File: src/logic/art_pkg.sv
// Package of the converter result and trigger register block.
// Assumes an APB slave with 32-bit data; registers take one aligned word each.
package art_pkg;

   // ==========================================================================
   // Register map (printed offsets are not all multiples of four: indices)
   // ==========================================================================
   localparam logic [7:0] RESULT_LOW_IDX = 8'h78;
   localparam logic [7:0] RESULT_HIGH_IDX = 8'h79;
   localparam logic [7:0] CONTROL_A_IDX = 8'h7a;
   localparam logic [7:0] CONTROL_B_IDX = 8'h7b;
   localparam logic [7:0] FORMAT_IDX = 8'h7c;
   localparam logic [7:0] INPUT_DISABLE_IDX = 8'h7e;

   // ==========================================================================
   // Field positions
   // ==========================================================================
   localparam int CTLA_ENABLE_BIT = 7;
   localparam int CTLA_START_BIT = 6;
   localparam int CTLA_AUTO_BIT = 5;
   localparam int CTLA_DONE_BIT = 4;
   localparam int FORMAT_LEFT_BIT = 5;
   localparam logic [7:0] CTLB_WRITE_MASK = 8'h47;
   localparam logic [7:0] DISABLE_WRITE_MASK = 8'h3f;

   // ==========================================================================
   // Reset values
   // ==========================================================================
   localparam logic [7:0] REG_RESET = 8'h00;
   localparam logic [9:0] RESULT_RESET = 10'h000;
   localparam logic [2:0] FREE_RUNNING = 3'h0;

   typedef enum logic [2:0] {
      ART_SRC_FREE, ART_SRC_COMPARATOR, ART_SRC_EXT_INT0, ART_SRC_T0_CMPA,
      ART_SRC_T0_OVF, ART_SRC_T1_CMPB, ART_SRC_T1_OVF, ART_SRC_T1_CAPTURE
   } art_source_type;

endpackage

File: src/logic/art_result_if.sv
// Interface carrying the result latch handshake between top and latch.
// Assumes both ends share the core clock.
`timescale 1ns/1ps
`default_nettype none
interface art_result_if;
   logic done;
   logic [9:0] sample;
   logic low_read;
   logic high_read;
   logic [9:0] held;
   modport latch (input done, input sample, input low_read, input high_read, output held);
   modport ctrl (output done, output sample, output low_read, output high_read, input held);
endinterface
`default_nettype wire

File: src/logic/art_result_latch.sv
// Result holding register with the low-then-high read lock.
// Assumes read strobes are single-cycle pulses on the core clock.
`timescale 1ns/1ps
`default_nettype none
module art_result_latch (
   input wire logic clk_i,
   input wire logic rst_n_i,
   art_result_if.latch res
);
   logic locked_q;
   logic [9:0] held_q;

   always_ff @(posedge clk_i or negedge rst_n_i) begin
      if (!rst_n_i) begin
         locked_q <= 1'b0;
      end else if (res.high_read) begin
         locked_q <= 1'b0;
      end else if (res.low_read) begin
         locked_q <= 1'b1; // [RULE_04]
      end
   end

   // A result that finishes while locked is dropped unless the high byte is read in that cycle. One that meets
   // the low byte read in the same cycle is dropped too, or the high byte would come from a newer sample.
   always_ff @(posedge clk_i or negedge rst_n_i) begin
      if (!rst_n_i) begin
         held_q <= art_pkg::RESULT_RESET; // [RULE_21]
      end else if (res.done && (!locked_q || res.high_read) && !res.low_read) begin
         held_q <= res.sample; // [RULE_01] [RULE_04]
      end
   end

   assign res.held = held_q;
endmodule
`default_nettype wire

File: src/logic/art_trigger_edge.sv
// Trigger source selector and rising edge detector.
// Assumes the event flags are already synchronous to the core clock.
`timescale 1ns/1ps
`default_nettype none
module art_trigger_edge (
   input wire logic clk_i,
   input wire logic rst_n_i,
   input wire logic [7:0] flags_i,
   input wire logic [2:0] select_i,
   output logic edge_o
);
   logic sel_q;
   logic sel_d;

   always_comb begin
      sel_d = flags_i[select_i]; // [RULE_10]
   end

   always_ff @(posedge clk_i or negedge rst_n_i) begin
      if (!rst_n_i) begin
         sel_q <= 1'b0;
      end else begin
         sel_q <= sel_d;
      end
   end

   // Free running never yields an edge, even if the done flag is high.
   assign edge_o = sel_d && !sel_q && (select_i != art_pkg::FREE_RUNNING); // [RULE_07] [RULE_08] [RULE_09]
endmodule
`default_nettype wire

File: src/logic/art_top.sv
// Register side of a 10-bit converter: result bytes, trigger, pin disables.
// Assumes an APB master on the core clock and an external converter core.
// The trigger flags and the completion pulse are taken to be on the core clock.
// Only the low byte lane of the bus carries data; the bus never waits.
//
// Notes on behaviour
// [RULE_01] A finished conversion loads its 10-bit result into the result bytes.
// [RULE_02] Right aligned: low byte bits 7..0, high byte bits 9..8, zeros above.
// [RULE_03] Left aligned: high byte bits 9..2, low byte bits 1..0 at top.
// [RULE_04] Reading the low byte freezes both bytes until the high byte is read.
// [RULE_05] Software reads low then high, except left aligned eight-bit use.
// [RULE_06] The trigger select only matters while auto trigger is enabled.
// [RULE_07] Auto trigger starts a conversion on each rising edge of the selected flag.
// [RULE_08] Switching select from a low flag to a high one is an edge.
// [RULE_09] Switching to free running never makes a trigger event.
// [RULE_10] Codes 0..7: free, comparator, ext int 0, T0A, T0 ovf, T1B, T1 ovf, T1 capture.
// [RULE_11] Software writes zeros to control B bits 7 and 5..3.
// [RULE_12] Each of six disable bits turns off its pin's digital input buffer.
// [RULE_13] A disabled pin's port value reads zero.
// [RULE_14] Software should disable inputs on pins used only for analog.
// [RULE_15] Channels 6 and 7 have no disable bit.
// [RULE_16] Software writes zeros to disable bits 7 and 6, which read zero.
// [RULE_17] Setting auto trigger enable allows edge-triggered starts.
// [RULE_18] Changing alignment changes the presented bytes at once.
// [RULE_19] Done flag sets when the result is updated; writing one clears it.
// [RULE_20] Free running: one start write launches continuous conversion.
// [RULE_21] Result, trigger and disable bits clear on reset.
//
// The APB register port is this design's own decision.
`timescale 1ns/1ps
`default_nettype none
module art_top (
   input wire logic CORE_CLK_I,
   input wire logic RSTN_I,
   input wire logic PSEL_I,
   input wire logic PENABLE_I,
   input wire logic PWRITE_I,
   input wire logic [11:0] PADDR_I,
   input wire logic [31:0] PWDATA_I,
   input wire logic [3:0] PSTRB_I,
   output logic [31:0] PRDATA_O,
   output logic PREADY_O,
   output logic PSLVERR_O,
   input wire logic CONV_DONE_I,
   input wire logic [9:0] CONV_RESULT_I,
   input wire logic [6:0] TRIGGER_FLAGS_I,
   input wire logic [5:0] PIN_RAW_I,
   output logic [5:0] PIN_VALUE_O,
   output logic [5:0] PIN_BUFFER_OFF_O,
   output logic CONV_START_O,
   output logic CONVERTER_ENABLE_O,
   output logic COMPARATOR_MUX_ENABLE_O
);
   // ==========================================================================
   // Bus decode
   // ==========================================================================
   logic access;
   logic wr;
   logic rd;
   logic aligned;
   logic [7:0] idx;
   logic [7:0] wbyte;
   logic hit;

   assign aligned = (PADDR_I[1:0] == 2'h0);
   assign idx = PADDR_I[9:2];
   assign access = PSEL_I && PENABLE_I;
   assign wr = access && PWRITE_I && PSTRB_I[0];
   assign rd = access && !PWRITE_I;
   assign wbyte = PWDATA_I[7:0];
   assign hit = aligned && (PADDR_I[11:10] == 2'h0) &&
      (idx == art_pkg::RESULT_LOW_IDX || idx == art_pkg::RESULT_HIGH_IDX ||
       idx == art_pkg::CONTROL_A_IDX || idx == art_pkg::CONTROL_B_IDX ||
       idx == art_pkg::FORMAT_IDX || idx == art_pkg::INPUT_DISABLE_IDX);
   // Zero wait states: every register answers in its first access cycle.
   assign PREADY_O = 1'b1;
   assign PSLVERR_O = access && !hit;

   // ==========================================================================
   // Register strobes
   // ==========================================================================
   // One strobe per register keeps each update block down to its own condition.
   logic wr_ctla;
   logic wr_ctlb;
   logic wr_fmt;
   logic wr_dis;
   logic rd_low;
   logic rd_high;
   logic clr_done;

   assign wr_ctla = wr && hit && idx == art_pkg::CONTROL_A_IDX;
   assign wr_ctlb = wr && hit && idx == art_pkg::CONTROL_B_IDX;
   assign wr_fmt = wr && hit && idx == art_pkg::FORMAT_IDX;
   assign wr_dis = wr && hit && idx == art_pkg::INPUT_DISABLE_IDX;
   assign rd_low = rd && hit && idx == art_pkg::RESULT_LOW_IDX;
   assign rd_high = rd && hit && idx == art_pkg::RESULT_HIGH_IDX;
   assign clr_done = wr_ctla && wbyte[art_pkg::CTLA_DONE_BIT];

   // ==========================================================================
   // Control registers
   // ==========================================================================
   logic enable_q;
   logic start_q;
   logic auto_q;
   logic done_q;
   logic left_q;
   logic [7:0] ctlb_q;
   logic [5:0] disable_q;
   logic trig_edge;
   logic busy_q;
   logic conv_take;

   always_ff @(posedge CORE_CLK_I or negedge RSTN_I) begin
      if (!RSTN_I) begin
         enable_q <= 1'b0;
      end else if (wr_ctla) begin
         enable_q <= wbyte[art_pkg::CTLA_ENABLE_BIT];
      end
   end

   always_ff @(posedge CORE_CLK_I or negedge RSTN_I) begin
      if (!RSTN_I) begin
         auto_q <= 1'b0;
      end else if (wr_ctla) begin
         auto_q <= wbyte[art_pkg::CTLA_AUTO_BIT]; // [RULE_17]
      end
   end

   always_ff @(posedge CORE_CLK_I or negedge RSTN_I) begin
      if (!RSTN_I) begin
         left_q <= 1'b0;
      end else if (wr_fmt) begin
         left_q <= wbyte[art_pkg::FORMAT_LEFT_BIT];
      end
   end

   always_ff @(posedge CORE_CLK_I or negedge RSTN_I) begin
      if (!RSTN_I) begin
         ctlb_q <= art_pkg::REG_RESET; // [RULE_21]
      end else if (wr_ctlb) begin
         ctlb_q <= wbyte & art_pkg::CTLB_WRITE_MASK; // [RULE_11]
      end
   end

   always_ff @(posedge CORE_CLK_I or negedge RSTN_I) begin
      if (!RSTN_I) begin
         disable_q <= 6'h00; // [RULE_21]
      end else if (wr_dis) begin
         disable_q <= wbyte[5:0]; // [RULE_12] [RULE_15] [RULE_16]
      end
   end

   // A finished conversion only counts while the converter is switched on.
   assign conv_take = CONV_DONE_I && enable_q;

   // Set wins over a simultaneous write-one clear so no completion is lost.
   always_ff @(posedge CORE_CLK_I or negedge RSTN_I) begin
      if (!RSTN_I) begin
         done_q <= 1'b0;
      end else if (conv_take) begin
         done_q <= 1'b1; // [RULE_19]
      end else if (clr_done) begin
         done_q <= 1'b0; // [RULE_19]
      end
   end

   // ==========================================================================
   // Start logic
   // ==========================================================================
   logic sw_start;
   logic fire;
   art_pkg::art_source_type trig_src;

   assign trig_src = art_pkg::art_source_type'(ctlb_q[2:0]);
   assign sw_start = wr_ctla && wbyte[art_pkg::CTLA_START_BIT];
   // Free running retriggers off each completion; other sources use their edges.
   assign fire = enable_q && !busy_q && (sw_start || start_q ||
      (auto_q && trig_edge)); // [RULE_06] [RULE_20]

   always_ff @(posedge CORE_CLK_I or negedge RSTN_I) begin
      if (!RSTN_I) begin
         start_q <= 1'b0;
      end else if (!enable_q) begin
         start_q <= 1'b0;
      end else if (auto_q && trig_src == art_pkg::ART_SRC_FREE && busy_q && CONV_DONE_I) begin
         start_q <= 1'b1; // [RULE_20]
      end else if (fire) begin
         start_q <= 1'b0;
      end
   end

   always_ff @(posedge CORE_CLK_I or negedge RSTN_I) begin
      if (!RSTN_I) begin
         busy_q <= 1'b0;
      // Switching the converter off mid-conversion abandons the conversion.
      end else if (!enable_q || CONV_DONE_I) begin
         busy_q <= 1'b0;
      end else if (fire) begin
         busy_q <= 1'b1;
      end
   end

   always_ff @(posedge CORE_CLK_I or negedge RSTN_I) begin
      if (!RSTN_I) begin
         CONV_START_O <= 1'b0;
      end else begin
         // Registered so that the start stands one whole cycle at the converter.
         CONV_START_O <= fire;
      end
   end

   // ==========================================================================
   // Trigger edge
   // ==========================================================================
   // A flag edge that arrives while a conversion runs is not remembered.
   art_trigger_edge u_edge (
      .clk_i(CORE_CLK_I),
      .rst_n_i(RSTN_I),
      .flags_i({TRIGGER_FLAGS_I, done_q}),
      .select_i(ctlb_q[2:0]),
      .edge_o(trig_edge)
   );

   // ==========================================================================
   // Result latch
   // ==========================================================================
   art_result_if res_if ();

   // Reads of the result bytes steer the lock; the bytes come back combinationally.
   assign res_if.done = conv_take;
   assign res_if.sample = CONV_RESULT_I;
   assign res_if.low_read = rd_low;
   assign res_if.high_read = rd_high;

   art_result_latch u_latch (
      .clk_i(CORE_CLK_I),
      .rst_n_i(RSTN_I),
      .res(res_if)
   );

   logic [7:0] low_view;
   logic [7:0] high_view;

   // Alignment is applied at read time so it takes effect at once.
   always_comb begin
      if (left_q) begin
         high_view = res_if.held[9:2]; // [RULE_03] [RULE_18]
         low_view = {res_if.held[1:0], 6'h00}; // [RULE_03]
      end else begin
         high_view = {6'h00, res_if.held[9:8]}; // [RULE_02] [RULE_18]
         low_view = res_if.held[7:0]; // [RULE_02]
      end
   end

   // ==========================================================================
   // Pins
   // ==========================================================================
   // The pins are not on the core clock, so two flops stand ahead of any logic.
   logic [5:0] pin_meta_q;
   logic [5:0] pin_sync_q;

   always_ff @(posedge CORE_CLK_I or negedge RSTN_I) begin
      if (!RSTN_I) begin
         pin_meta_q <= 6'h00;
         pin_sync_q <= 6'h00;
      end else begin
         pin_meta_q <= PIN_RAW_I;
         pin_sync_q <= pin_meta_q;
      end
   end

   always_ff @(posedge CORE_CLK_I or negedge RSTN_I) begin
      if (!RSTN_I) begin
         PIN_VALUE_O <= 6'h00;
      end else begin
         PIN_VALUE_O <= pin_sync_q & ~disable_q; // [RULE_13]
      end
   end

   assign PIN_BUFFER_OFF_O = disable_q; // [RULE_12]
   assign CONVERTER_ENABLE_O = enable_q;
   assign COMPARATOR_MUX_ENABLE_O = ctlb_q[6];

   // ==========================================================================
   // Read data
   // ==========================================================================
   // Control A bits 3..0 are not implemented and read as zero.
   logic [7:0] rbyte;

   always_comb begin
      rbyte = 8'h00;
      if (hit) begin
         unique case (idx)
            art_pkg::RESULT_LOW_IDX: rbyte = low_view;
            art_pkg::RESULT_HIGH_IDX: rbyte = high_view;
            art_pkg::CONTROL_A_IDX: rbyte = {enable_q, busy_q | start_q, auto_q, done_q, 4'h0};
            art_pkg::CONTROL_B_IDX: rbyte = ctlb_q;
            art_pkg::FORMAT_IDX: rbyte = {2'h0, left_q, 5'h00};
            art_pkg::INPUT_DISABLE_IDX: rbyte = {2'h0, disable_q};
            default: rbyte = 8'h00;
         endcase
      end
   end

   assign PRDATA_O = {24'h000000, rbyte};
endmodule
`default_nettype wire

File: config.mk
export PLATFORM = sky130hd
export DESIGN_NAME = art_top
export DESIGN_NICKNAME = d
export VERILOG_FILES = /design/src/logic/art_pkg.sv /design/src/logic/art_result_if.sv /design/src/logic/art_result_latch.sv /design/src/logic/art_trigger_edge.sv /design/src/logic/art_top.sv
export SDC_FILE = /design/constraint.sdc
export NUM_CORES = 1
export LEC_CHECK = 0
export BUFFER_PORTS_ARGS = -buffer_cell sky130_fd_sc_hd__buf_2
export CAP_MARGIN = 10
export CORE_MARGIN = 5
export CORE_UTILIZATION = 41
export DETAILED_ROUTE_END_ITERATION = 7
export PLACE_DENSITY = 0.79
export SLEW_MARGIN = 20
export SYNTH_ARGS = -nofsm -noshare
export SYNTH_HDL_FRONTEND = slang
export SYNTH_HIERARCHICAL = 1
export SYNTH_SLANG_ARGS = --single-unit
export TNS_END_PERCENT = 20
File: constraint.sdc
create_clock -name CORE_CLK_I -period 1.7 [get_ports CORE_CLK_I]
set_input_delay 0.255 -clock CORE_CLK_I [delete_from_list [all_inputs] [get_ports CORE_CLK_I]]
set_output_delay 0.255 -clock CORE_CLK_I [all_outputs]
set_load 0.01 [all_outputs]
==> results of run 1 <==
## state kept, by name, summed over array words and instances (netlist names), 4 cells and up
| name | cells |
|---|---|
| u_latch/res.held | 10 |
| PIN_BUFFER_OFF_O | 6 |
| PIN_VALUE_O | 6 |
| pin_meta_q | 6 |
| pin_sync_q | 6 |
| ctlb_q | 4 |
## power by group
part           switching (mW)  internal, mW  total, mW
Combinational           0.120        0.0847      0.205
Sequential            0.00552          1.14       1.14
Clock                   0.394         0.446      0.840
Total                   0.520          1.67       2.19
## cells by family (layout without fill, tap and decap cells)
logic type,Yosys count,in the layout
simple gates,68,68
flops,47,47
mux,33,33
buf+inv,33,111
compound gates,26,26
other cells,2,25
## critical path, cell delays in order (launching register included)
cell	delay (ns)
dfrtp_2	0.45
buf_4	0.14
mux2i_1	0.12
nor2_1	0.13
a311oi_2	0.07
a2111oi_2	0.27
buf_2	0.20
## stage by stage
stage | power, mW | utilization, % | cells | worst slack, ns
floorplan | 1.287 | - | 232 | -0.2077
global placement | 1.356 | 49.83 | 370 | -0.3045
detailed placement | 1.363 | 49.83 | 370 | -0.3157
CTS | 2.199 | 52.31 | 379 | -0.2292
global route | 2.284 | 55.09 | 385 | -0.3031
finish | 2.189 | 55.09 | 385 | -0.2371
## path summary, 6_finish.rpt
kind | depth (start not counted) | slack, ns | from | endpoint
setup / recovery | 6 | -0.24 | left_q | PRDATA_O[6]
hold / removal | 2 | 0.02 | RSTN_I | PIN_VALUE_O[4]
setup reg to reg | 7 | 0.07 | done_q | busy_q
hold reg to reg | 0 | 0.36 | pin_meta_q[4] | pin_sync_q[4]
max in group asynchronous | 2 | 1.24 | RSTN_I | left_q
min in group CORE_CLK_I | 1 | 0.04 | PIN_RAW_I[4] | pin_meta_q[4]
## layout by cell type (no fill, tap or decap), types with 3 or more instances in the layout
| master | instances |
|---|---|
| buf_2 | 71 |
| dfrtp_1 | 45 |
| mux2_2 | 25 |
| conb_1 | 25 |
| buf_4 | 23 |
| nor2_1 | 15 |
| nor2b_1 | 12 |
| nand2_1 | 10 |
| mux2i_1 | 5 |
| clkbuf_8 | 5 |
| buf_6 | 5 |
| nand2b_1 | 4 |
| a21oi_1 | 3 |
| nand3b_1 | 3 |
| a21oi_2 | 3 |
| a22o_1 | 3 |
| o21ai_0 | 3 |
## cell type report
class                   instances  area [um2]  area share [%]
clock inverters                 3       47.55           1.475
multi-input cells             152        1202           37.31
inverters                       2       7.507          0.2329
clock buffers                   5       68.82           2.135
well taps                      75       93.84           2.911
flip-flops and latches         47        1179           36.57
repair buffers                101       624.3           19.37
## routing by layer
layer,track usage (%),up-vias,part of all wire (%)
met2,24.98,67,49
met4,5.241,0,2.4
met3,4.541,16,6.5
met5,0,-,0
li1,-,890,-
met1,19.81,921,43
## what timing repair did
item	4_1_cts	5_1_grt
endpoints found under the setup margin	8	20
pin swaps	7	9
resized for setup	5	23
setup buffers	1	6
==> flow_metrics.tcl, run 1 <==
set metrics [dict create \
    fin_worst_skew_ns 0.007258 \
    area_growth_pct 32.92 \
    setup_viol 19 \
    tightest_slew_ns 0.5870 \
    vias 1894 \
    dr.pass1.iters 4 \
    core_area_mm2 0.005851 \
    muxShareOfSynthArea_pct 15.07 \
    postCtsHoldBufs 0 \
    rsz0062_at_grt "true" \
    synth_top_area_share_pct 48.50 \
    hpwlAfterDp_um 4479 \
    die_area_mm2 0.007552 \
    yosys.area_share.simple_pct 18.68 \
    synthFlopType "dfrtp_1" \
    yosysMostFrequentCell "dfrtp_1" \
    yosys_warnings 6 \
    syn_area_mm2 0.002425 \
    crit_fanout 4 \
    async_flop_share_pct 100.0 \
    synth-edff-count 0 \
    n_antenna_cell 0 \
    fmax_ghz 0.5162 \
    synth_commonest_cells "dfrtp_1 (47), mux2_2 (27), buf_4 (26)" \
    yosys.area.top_type "dfrtp_1" \
    endpoint_kind "output pin" \
    ys_seq_area_share_pct 48.50 \
    wl_um 5955 \
    root_buffer "clkbuf_8" \
    relSlewSlack_pct 60.87 \
    io_buffers 73 \
    die_w_um 86.91 \
    grt_pass1_wl_um 9066 \
    fin_hold_ws_ns 0.01693 \
    hold_class "input port to async pin" \
    clock_path_buffers 2 \
    synth_xor_area_share_pct 0 \
    path_class "flop to output pin" \
    syn_area_per_cell_um2 11.60 \
    insertion_delay_ns 0.31 \
    worstPathRequired_ns 1.44 \
    ant_nets 0 \
    cts_sinks 47 \
    layout-drive-gt1-share_pct 52.90 \
    drt_iter0_drc 98 \
    arrival_ns 1.68 \
    rows 28 \
    synth_cells 209 \
    tns_ns -1.512 \
    hold_violations 0 \
    initial_utilization_pct 41.45 \
    fill_cells 523 \
    min_period_over_period_pct 113.9 \
    worst_slack_ns -0.2371 \
    drc 0 \
    antenna_found_initial 0 \
    track_usage_pct 15.47 \
    violations "setup timing" \
    via_per_inst 4.919 \
    synthAdderAreaFrac_pct 0 \
    dpl_cell_area_mm2 0.002915 \
    power_density_mw_per_mm2 679.3 \
    drt-wirelength-per-cell_um 15.47 \
    grt_max_degree 48 \
    setup.worst_path.start_class "flop" \
    gr-total-overflow 0 \
    h-tree-depth 2 \
    fin_crit_ns 1.937 \
    finalMaxSlewViolations 0 \
    place_congestion 0.8373 \
    max-cap-violations 0 \
    grt_pass1_vias 1918 \
    synth_top_family_by_area "simple AND/OR/NAND/NOR gates" \
    cts_buffers 5 \
    design_area_mm2 0.003223 \
    cts_tree "yes" \
    power.leakage_nw 1.620 \
    yosysUniqueCellTypes 45 \
    status "complete, but fails checks" \
    io_pins 126 \
    die_h_um 86.91 \
    ir_drop_v 0.0003681 \
    synth_compound_area_share_pct 7.637 \
    clk_pin_slew_ns 0.10 \
    synth-seq-cells 47 \
    fin_nets 386 \
    synthTopCellsByArea "dfrtp_1 (49%), mux2_2 (13%), buf_4 (8.0%)" \
]
No activity file was read; power rests on OpenSTA's default activity.
==> inputs of run 2 (changes only) <==
--- a/config.mk
+++ b/config.mk
@@ -8,9 +8,9 @@
 export BUFFER_PORTS_ARGS = -buffer_cell sky130_fd_sc_hd__buf_2
 export CAP_MARGIN = 10
 export CORE_MARGIN = 5
-export CORE_UTILIZATION = 41
+export CORE_UTILIZATION = 45
 export DETAILED_ROUTE_END_ITERATION = 7
-export PLACE_DENSITY = 0.79
+export PLACE_DENSITY = 0.82
 export SLEW_MARGIN = 20
 export SYNTH_ARGS = -nofsm -noshare
 export SYNTH_HDL_FRONTEND = slang
==> constraint.sdc (replaced) <==
create_clock -name CORE_CLK_I -period 1.8 [get_ports CORE_CLK_I]
set_input_delay 0.27 -clock CORE_CLK_I [delete_from_list [all_inputs] [get_ports CORE_CLK_I]]
set_output_delay 0.27 -clock CORE_CLK_I [all_outputs]
set_load 0.05 [all_outputs]
==> flow_metrics.tcl, run 2 (synthesis gave the netlist of run 1 again) <==
set metrics [dict create \
    status "complete, but fails checks" \
    violations "setup timing" \
    crit_cells 5 \
    finalMaxSlewViolations 0 \
    io_pins 126 \
    worst_slack_ns -0.04849 \
    dr.pass1.iters 5 \
    n_antenna_cell 0 \
    rows 26 \
    cp_top_family "flip-flops" \
    rsz0062_at_grt "true" \
    grt_max_degree 48 \
    fin_crit_ns 1.848 \
    drc 0 \
    hold_class "input port to async pin" \
    core_area_mm2 0.005172 \
    postCtsHoldBufs 0 \
    drt_iter0_drc 95 \
    max_stage_delay_ns 0.46 \
    cp-endpoint "PRDATA_O[5]" \
    wl_met2_um 2909 \
    max-cap-violations 0 \
    tns_ns -0.2544 \
    via_per_inst 4.957 \
    worstPathRequired_ns 1.53 \
    wl_met3_um 406 \
    pwr-share-seq_pct 53.3 \
    insertion_delay_ns 0.30 \
    hold_violations 0 \
    setup_viol 7 \
    fin_worst_skew_ns 0.003027 \
    place_congestion 0.8062 \
    startpoint "left_q" \
    grt_pass1_wl_um 9411 \
    p_sw_share_pct 29.16 \
    cts_buffers 5 \
    hpwlAfterDp_um 4255 \
    cp_cell_sequence "nor3b_2 > a31oi_1 > o32a_1 > nor2_2 > buf_6" \
    internal-power_mw 1.437 \
    ir_drop_v 0.0004130 \
    largest_reg_flops 10 \
    area_growth_pct 31.99 \
    ant_nets 0 \
    reg2reg_setup_slack_ns 0.14 \
    layout-drive-gt1-share_pct 52.94 \
    cts_sinks 47 \
    endpoint_kind "output pin" \
    clock_path_buffers 2 \
    timing.rr.end "busy_q" \
    min_period_over_period_pct 102.7 \
    gr-total-overflow 0 \
    p_sw_mw 0.5914 \
    vias 1864 \
    setup.worst_path.start_class "flop" \
    grt_pass1_vias 1896 \
    root_buffer "clkbuf_8" \
    h-tree-depth 2 \
    power_mw 2.029 \
    arrival_ns 1.58 \
    top_layer "met4" \
    initial_utilization_pct 46.88 \
    design_area_mm2 0.003201 \
    dpl_cell_area_mm2 0.002928 \
    fmax_ghz 0.5410 \
    wl_um 5687 \
    die_area_mm2 0.006956 \
    relSlewSlack_pct 61.06 \
    wl_met1_um 2302 \
    antenna_found_initial 0 \
    cts_tree "yes" \
    pwr-share-clk_pct 31.3 \
    slowest_stage "dfrtp_2" \
    track_usage_pct 16.79 \
    tightest_slew_ns 0.5840 \
    combPwrFrac_pct 15.4 \
    fin_nets 382 \
    io_buffers 73 \
    layoutNonFillerInstCount 376 \
    die_w_um 83.41 \
    crit_fanout 6 \
    critPathBufInv 1 \
    r2r-start "ctlb_q[0]" \
    r2r_cells 7 \
    drt-wirelength-per-cell_um 15.13 \
    clk_pin_slew_ns 0.09 \
    place_ws_ns -0.2417 \
    die_h_um 83.41 \
    path_class "flop to output pin" \
    utilization_pct 61.88 \
    power.leakage_nw 1.576 \
    final_common_cell "buf_2" \
    most-common-layout-cells "buf_2 (64), dfrtp_1 (45), mux2_2 (27)" \
    power_density_mw_per_mm2 633.8 \
    fin_hold_ws_ns 0.04907 \
    dp_cells 364 \
]
run 2: cell types whose count changed in the layout (fill, tap and decap cells not counted), sizes merged:
cell,change
buf,-4
bufinv,-1
clkbuf,+1
clkinv,-1
clkinvlp,+1
run 2: worst min path at each step:
stage,from,end,cells after the start
after floorplan,RSTN_I,CONVERTER_ENABLE_O,0
after global placement,pin_meta_q[3],pin_sync_q[3],0
after detailed placement,pin_meta_q[4],pin_sync_q[4],0
after CTS,PIN_RAW_I[3],pin_meta_q[3],1
after global routing,PIN_RAW_I[4],pin_meta_q[4],1
final,RSTN_I,PIN_VALUE_O[0],2
run 2: power by group through the flow:
stage	Sequential (mW)	Combinational [mW]	Clock (mW)
2_1_floorplan	1.13	0.208	0
3_3_place_gp	1.10	0.298	0
3_5_place_dp	1.10	0.302	0
4_1_cts	1.08	0.307	0.660
5_1_grt	1.08	0.333	0.699
6_report	1.08	0.312	0.635
run 2: repair_timing:
action | CTS | global route
gates cloned | 0 | 0
pin swaps | 9 | 4
endpoints found under the setup margin | 9 | 21
resized for setup | 31 | 12
setup buffers | 4 | 0
run 2: per-layer routing:
metal	vias to the layer above	global-route usage (%)
met5	-	0
met4	0	5.201
met3	6	5.248
met2	64	28.50
met1	909	20.30
li1	885	-
run 2: cell type report:
type | count | area, um2
fill | 436 | 1972
clock buffer | 6 | 72.57
clock inverter | 2 | 16.27
tap | 70 | 87.58
sequential | 47 | 1179
inverter | 2 | 7.507
multi-input combinational | 152 | 1221
timing repair buffer | 97 | 616.8
==> inputs of run 3 (changes only) <==
--- a/config.mk
+++ b/config.mk
@@ -7,6 +7,7 @@
 export LEC_CHECK = 0
 export BUFFER_PORTS_ARGS = -buffer_cell sky130_fd_sc_hd__buf_2
 export CAP_MARGIN = 10
+export CORE_ASPECT_RATIO = 1.25
 export CORE_MARGIN = 5
 export CORE_UTILIZATION = 45
 export DETAILED_ROUTE_END_ITERATION = 7
@@ -16,4 +17,3 @@
 export SYNTH_HDL_FRONTEND = slang
 export SYNTH_HIERARCHICAL = 1
 export SYNTH_SLANG_ARGS = --single-unit
-export TNS_END_PERCENT = 20
==> flow_metrics.tcl, run 3 (synthesis gave the netlist of run 1 again) <==
set metrics [dict create \
    status "complete, but fails checks" \
    violations "setup timing" \
    hold_class "input port to async pin" \
    insertion_delay_ns 0.31 \
    power_density_mw_per_mm2 626.4 \
    path_class "flop to output pin" \
    postCtsHoldBufs 0 \
    cts_buffers 5 \
    ant_nets 0 \
    min_period_over_period_pct 106.0 \
    setup.worst_path.start_class "flop" \
    initial_utilization_pct 45.49 \
    layout-drive-gt1-share_pct 55.05 \
    dr.pass1.iters 4 \
    core_area_mm2 0.005330 \
    area_growth_pct 36.69 \
    drt-wirelength-per-cell_um 15.87 \
    power_mw 2.076 \
    die_w_um 75.66 \
    io_pins 126 \
    arrival_ns 1.64 \
    track_usage_pct 16.96 \
    die_area_mm2 0.006966 \
    drc 0 \
    rsz0062_at_grt "true" \
    h-tree-depth 2 \
    startpoint "left_q" \
    largest_reg_flops 10 \
    grt_pass1_vias 1912 \
    max-cap-violations 0 \
    rows 30 \
    place_congestion 0.8112 \
    root_buffer "clkbuf_8" \
    n_antenna_cell 0 \
    fmax_ghz 0.5241 \
    power.leakage_nw 1.613 \
    clock_path_buffers 2 \
    fin_nets 383 \
    place_ws_ns -0.2706 \
    most-common-layout-cells "buf_2 (62), dfrtp_1 (45), conb_1 (25)" \
    die_h_um 92.07 \
    layoutNonFillerInstCount 371 \
    worstPathRequired_ns 1.53 \
    ir_drop_v 0.0005089 \
    setup_viol 13 \
    dp_cells 356 \
    vias 1871 \
    clk_pin_slew_ns 0.10 \
    grt_max_degree 48 \
    relSlewSlack_pct 61.85 \
    endpoint_kind "output pin" \
    hpwlAfterDp_um 4200 \
    finalMaxSlewViolations 0 \
    tightest_slew_ns 0.5722 \
    cts_sinks 47 \
    gr-total-overflow 0 \
    grt_pass1_wl_um 9073 \
    via_per_inst 5.043 \
    antenna_found_initial 0 \
    dpl_cell_area_mm2 0.002947 \
    final_common_cell "buf_2" \
    fin_hold_ws_ns 0.03441 \
    worst_slack_ns -0.1080 \
    fin_worst_skew_ns 0.01006 \
    cts_tree "yes" \
    io_buffers 73 \
    r2r-start "done_q" \
    hold_violations 0 \
    fin_crit_ns 1.908 \
    drt_iter0_drc 71 \
    wl_um 5886 \
    crit_fanout 7 \
    design_area_mm2 0.003314 \
]
run 3: cell types whose count changed in the layout (fill, tap and decap cells not counted), moves of 2 or more:
| cell | change |
|---|---|
| nand2_1 | -2 |
| mux2_4 | +11 |
| mux2_2 | -11 |
| buf_2 | -2 |
run 3: where the power goes:
part	internal (mW)	leakage, nW	switching (mW)	total [mW]
Clock	0.288	0.0467	0.395	0.683
Sequential	1.08	0.612	0.00517	1.08
Combinational	0.0811	0.955	0.230	0.312
Total	1.45	1.61	0.631	2.08
run 3: timing repair:
| action | in CTS | in global routing |
|---|---|---|
| gates cloned | 0 | 1 |
| gates resized for setup | 33 | 22 |
| endpoints found under the setup margin | 8 | 21 |
| setup buffers | 6 | 0 |
| pin swaps | 12 | 4 |
run 3: worst paths after layout:
check                                  to  slack (ns)  depth (start not counted)
setup / recovery              PRDATA_O[5]       -0.11                          5
hold / removal             PIN_VALUE_O[1]        0.03                          2
setup reg to reg                   busy_q        0.11                          6
hold reg to reg             pin_sync_q[1]        0.36                          0
max in group asynchronous          left_q        1.36                          2
min in group CORE_CLK_I     pin_meta_q[0]        0.05                          1
run 3: metal layers:
metal | part of all wire (%) | track usage (%)
met2 | 55 | 29.25
met1 | 37 | 20.16
met4 | 1.4 | 5.831
met5 | 0 | 0
met3 | 6.0 | 3.838
run 3: through the flow:
step	utilization (%)	setup TNS, ns
after global placement	55.28	-3.307
final	62.18	-0.6354
after CTS	60.38	-0.2262
after global routing	62.18	-1.930
after floorplan	-	-2.323
after detailed placement	55.28	-3.910
run 3: layout make-up:
| type | instances | area [um2] |
|---|---|---|
| Inverter | 2 | 7.507 |
| Clock buffer | 5 | 68.82 |
| Clock inverter | 3 | 27.53 |
| Multi-Input combinational cell | 152 | 1303 |
| Fill cell | 439 | 2016 |
| Sequential cell | 47 | 1179 |
| Tap cell | 64 | 80.08 |
| Timing Repair Buffer | 98 | 649.4 |
run 3: critical path: stages (launching register included):
cell and delay, ns:
dfrtp_2 0.48, nor3b_2 0.19, a31oi_1 0.07, o32a_1 0.31, nor2_2 0.11, buf_6 0.17
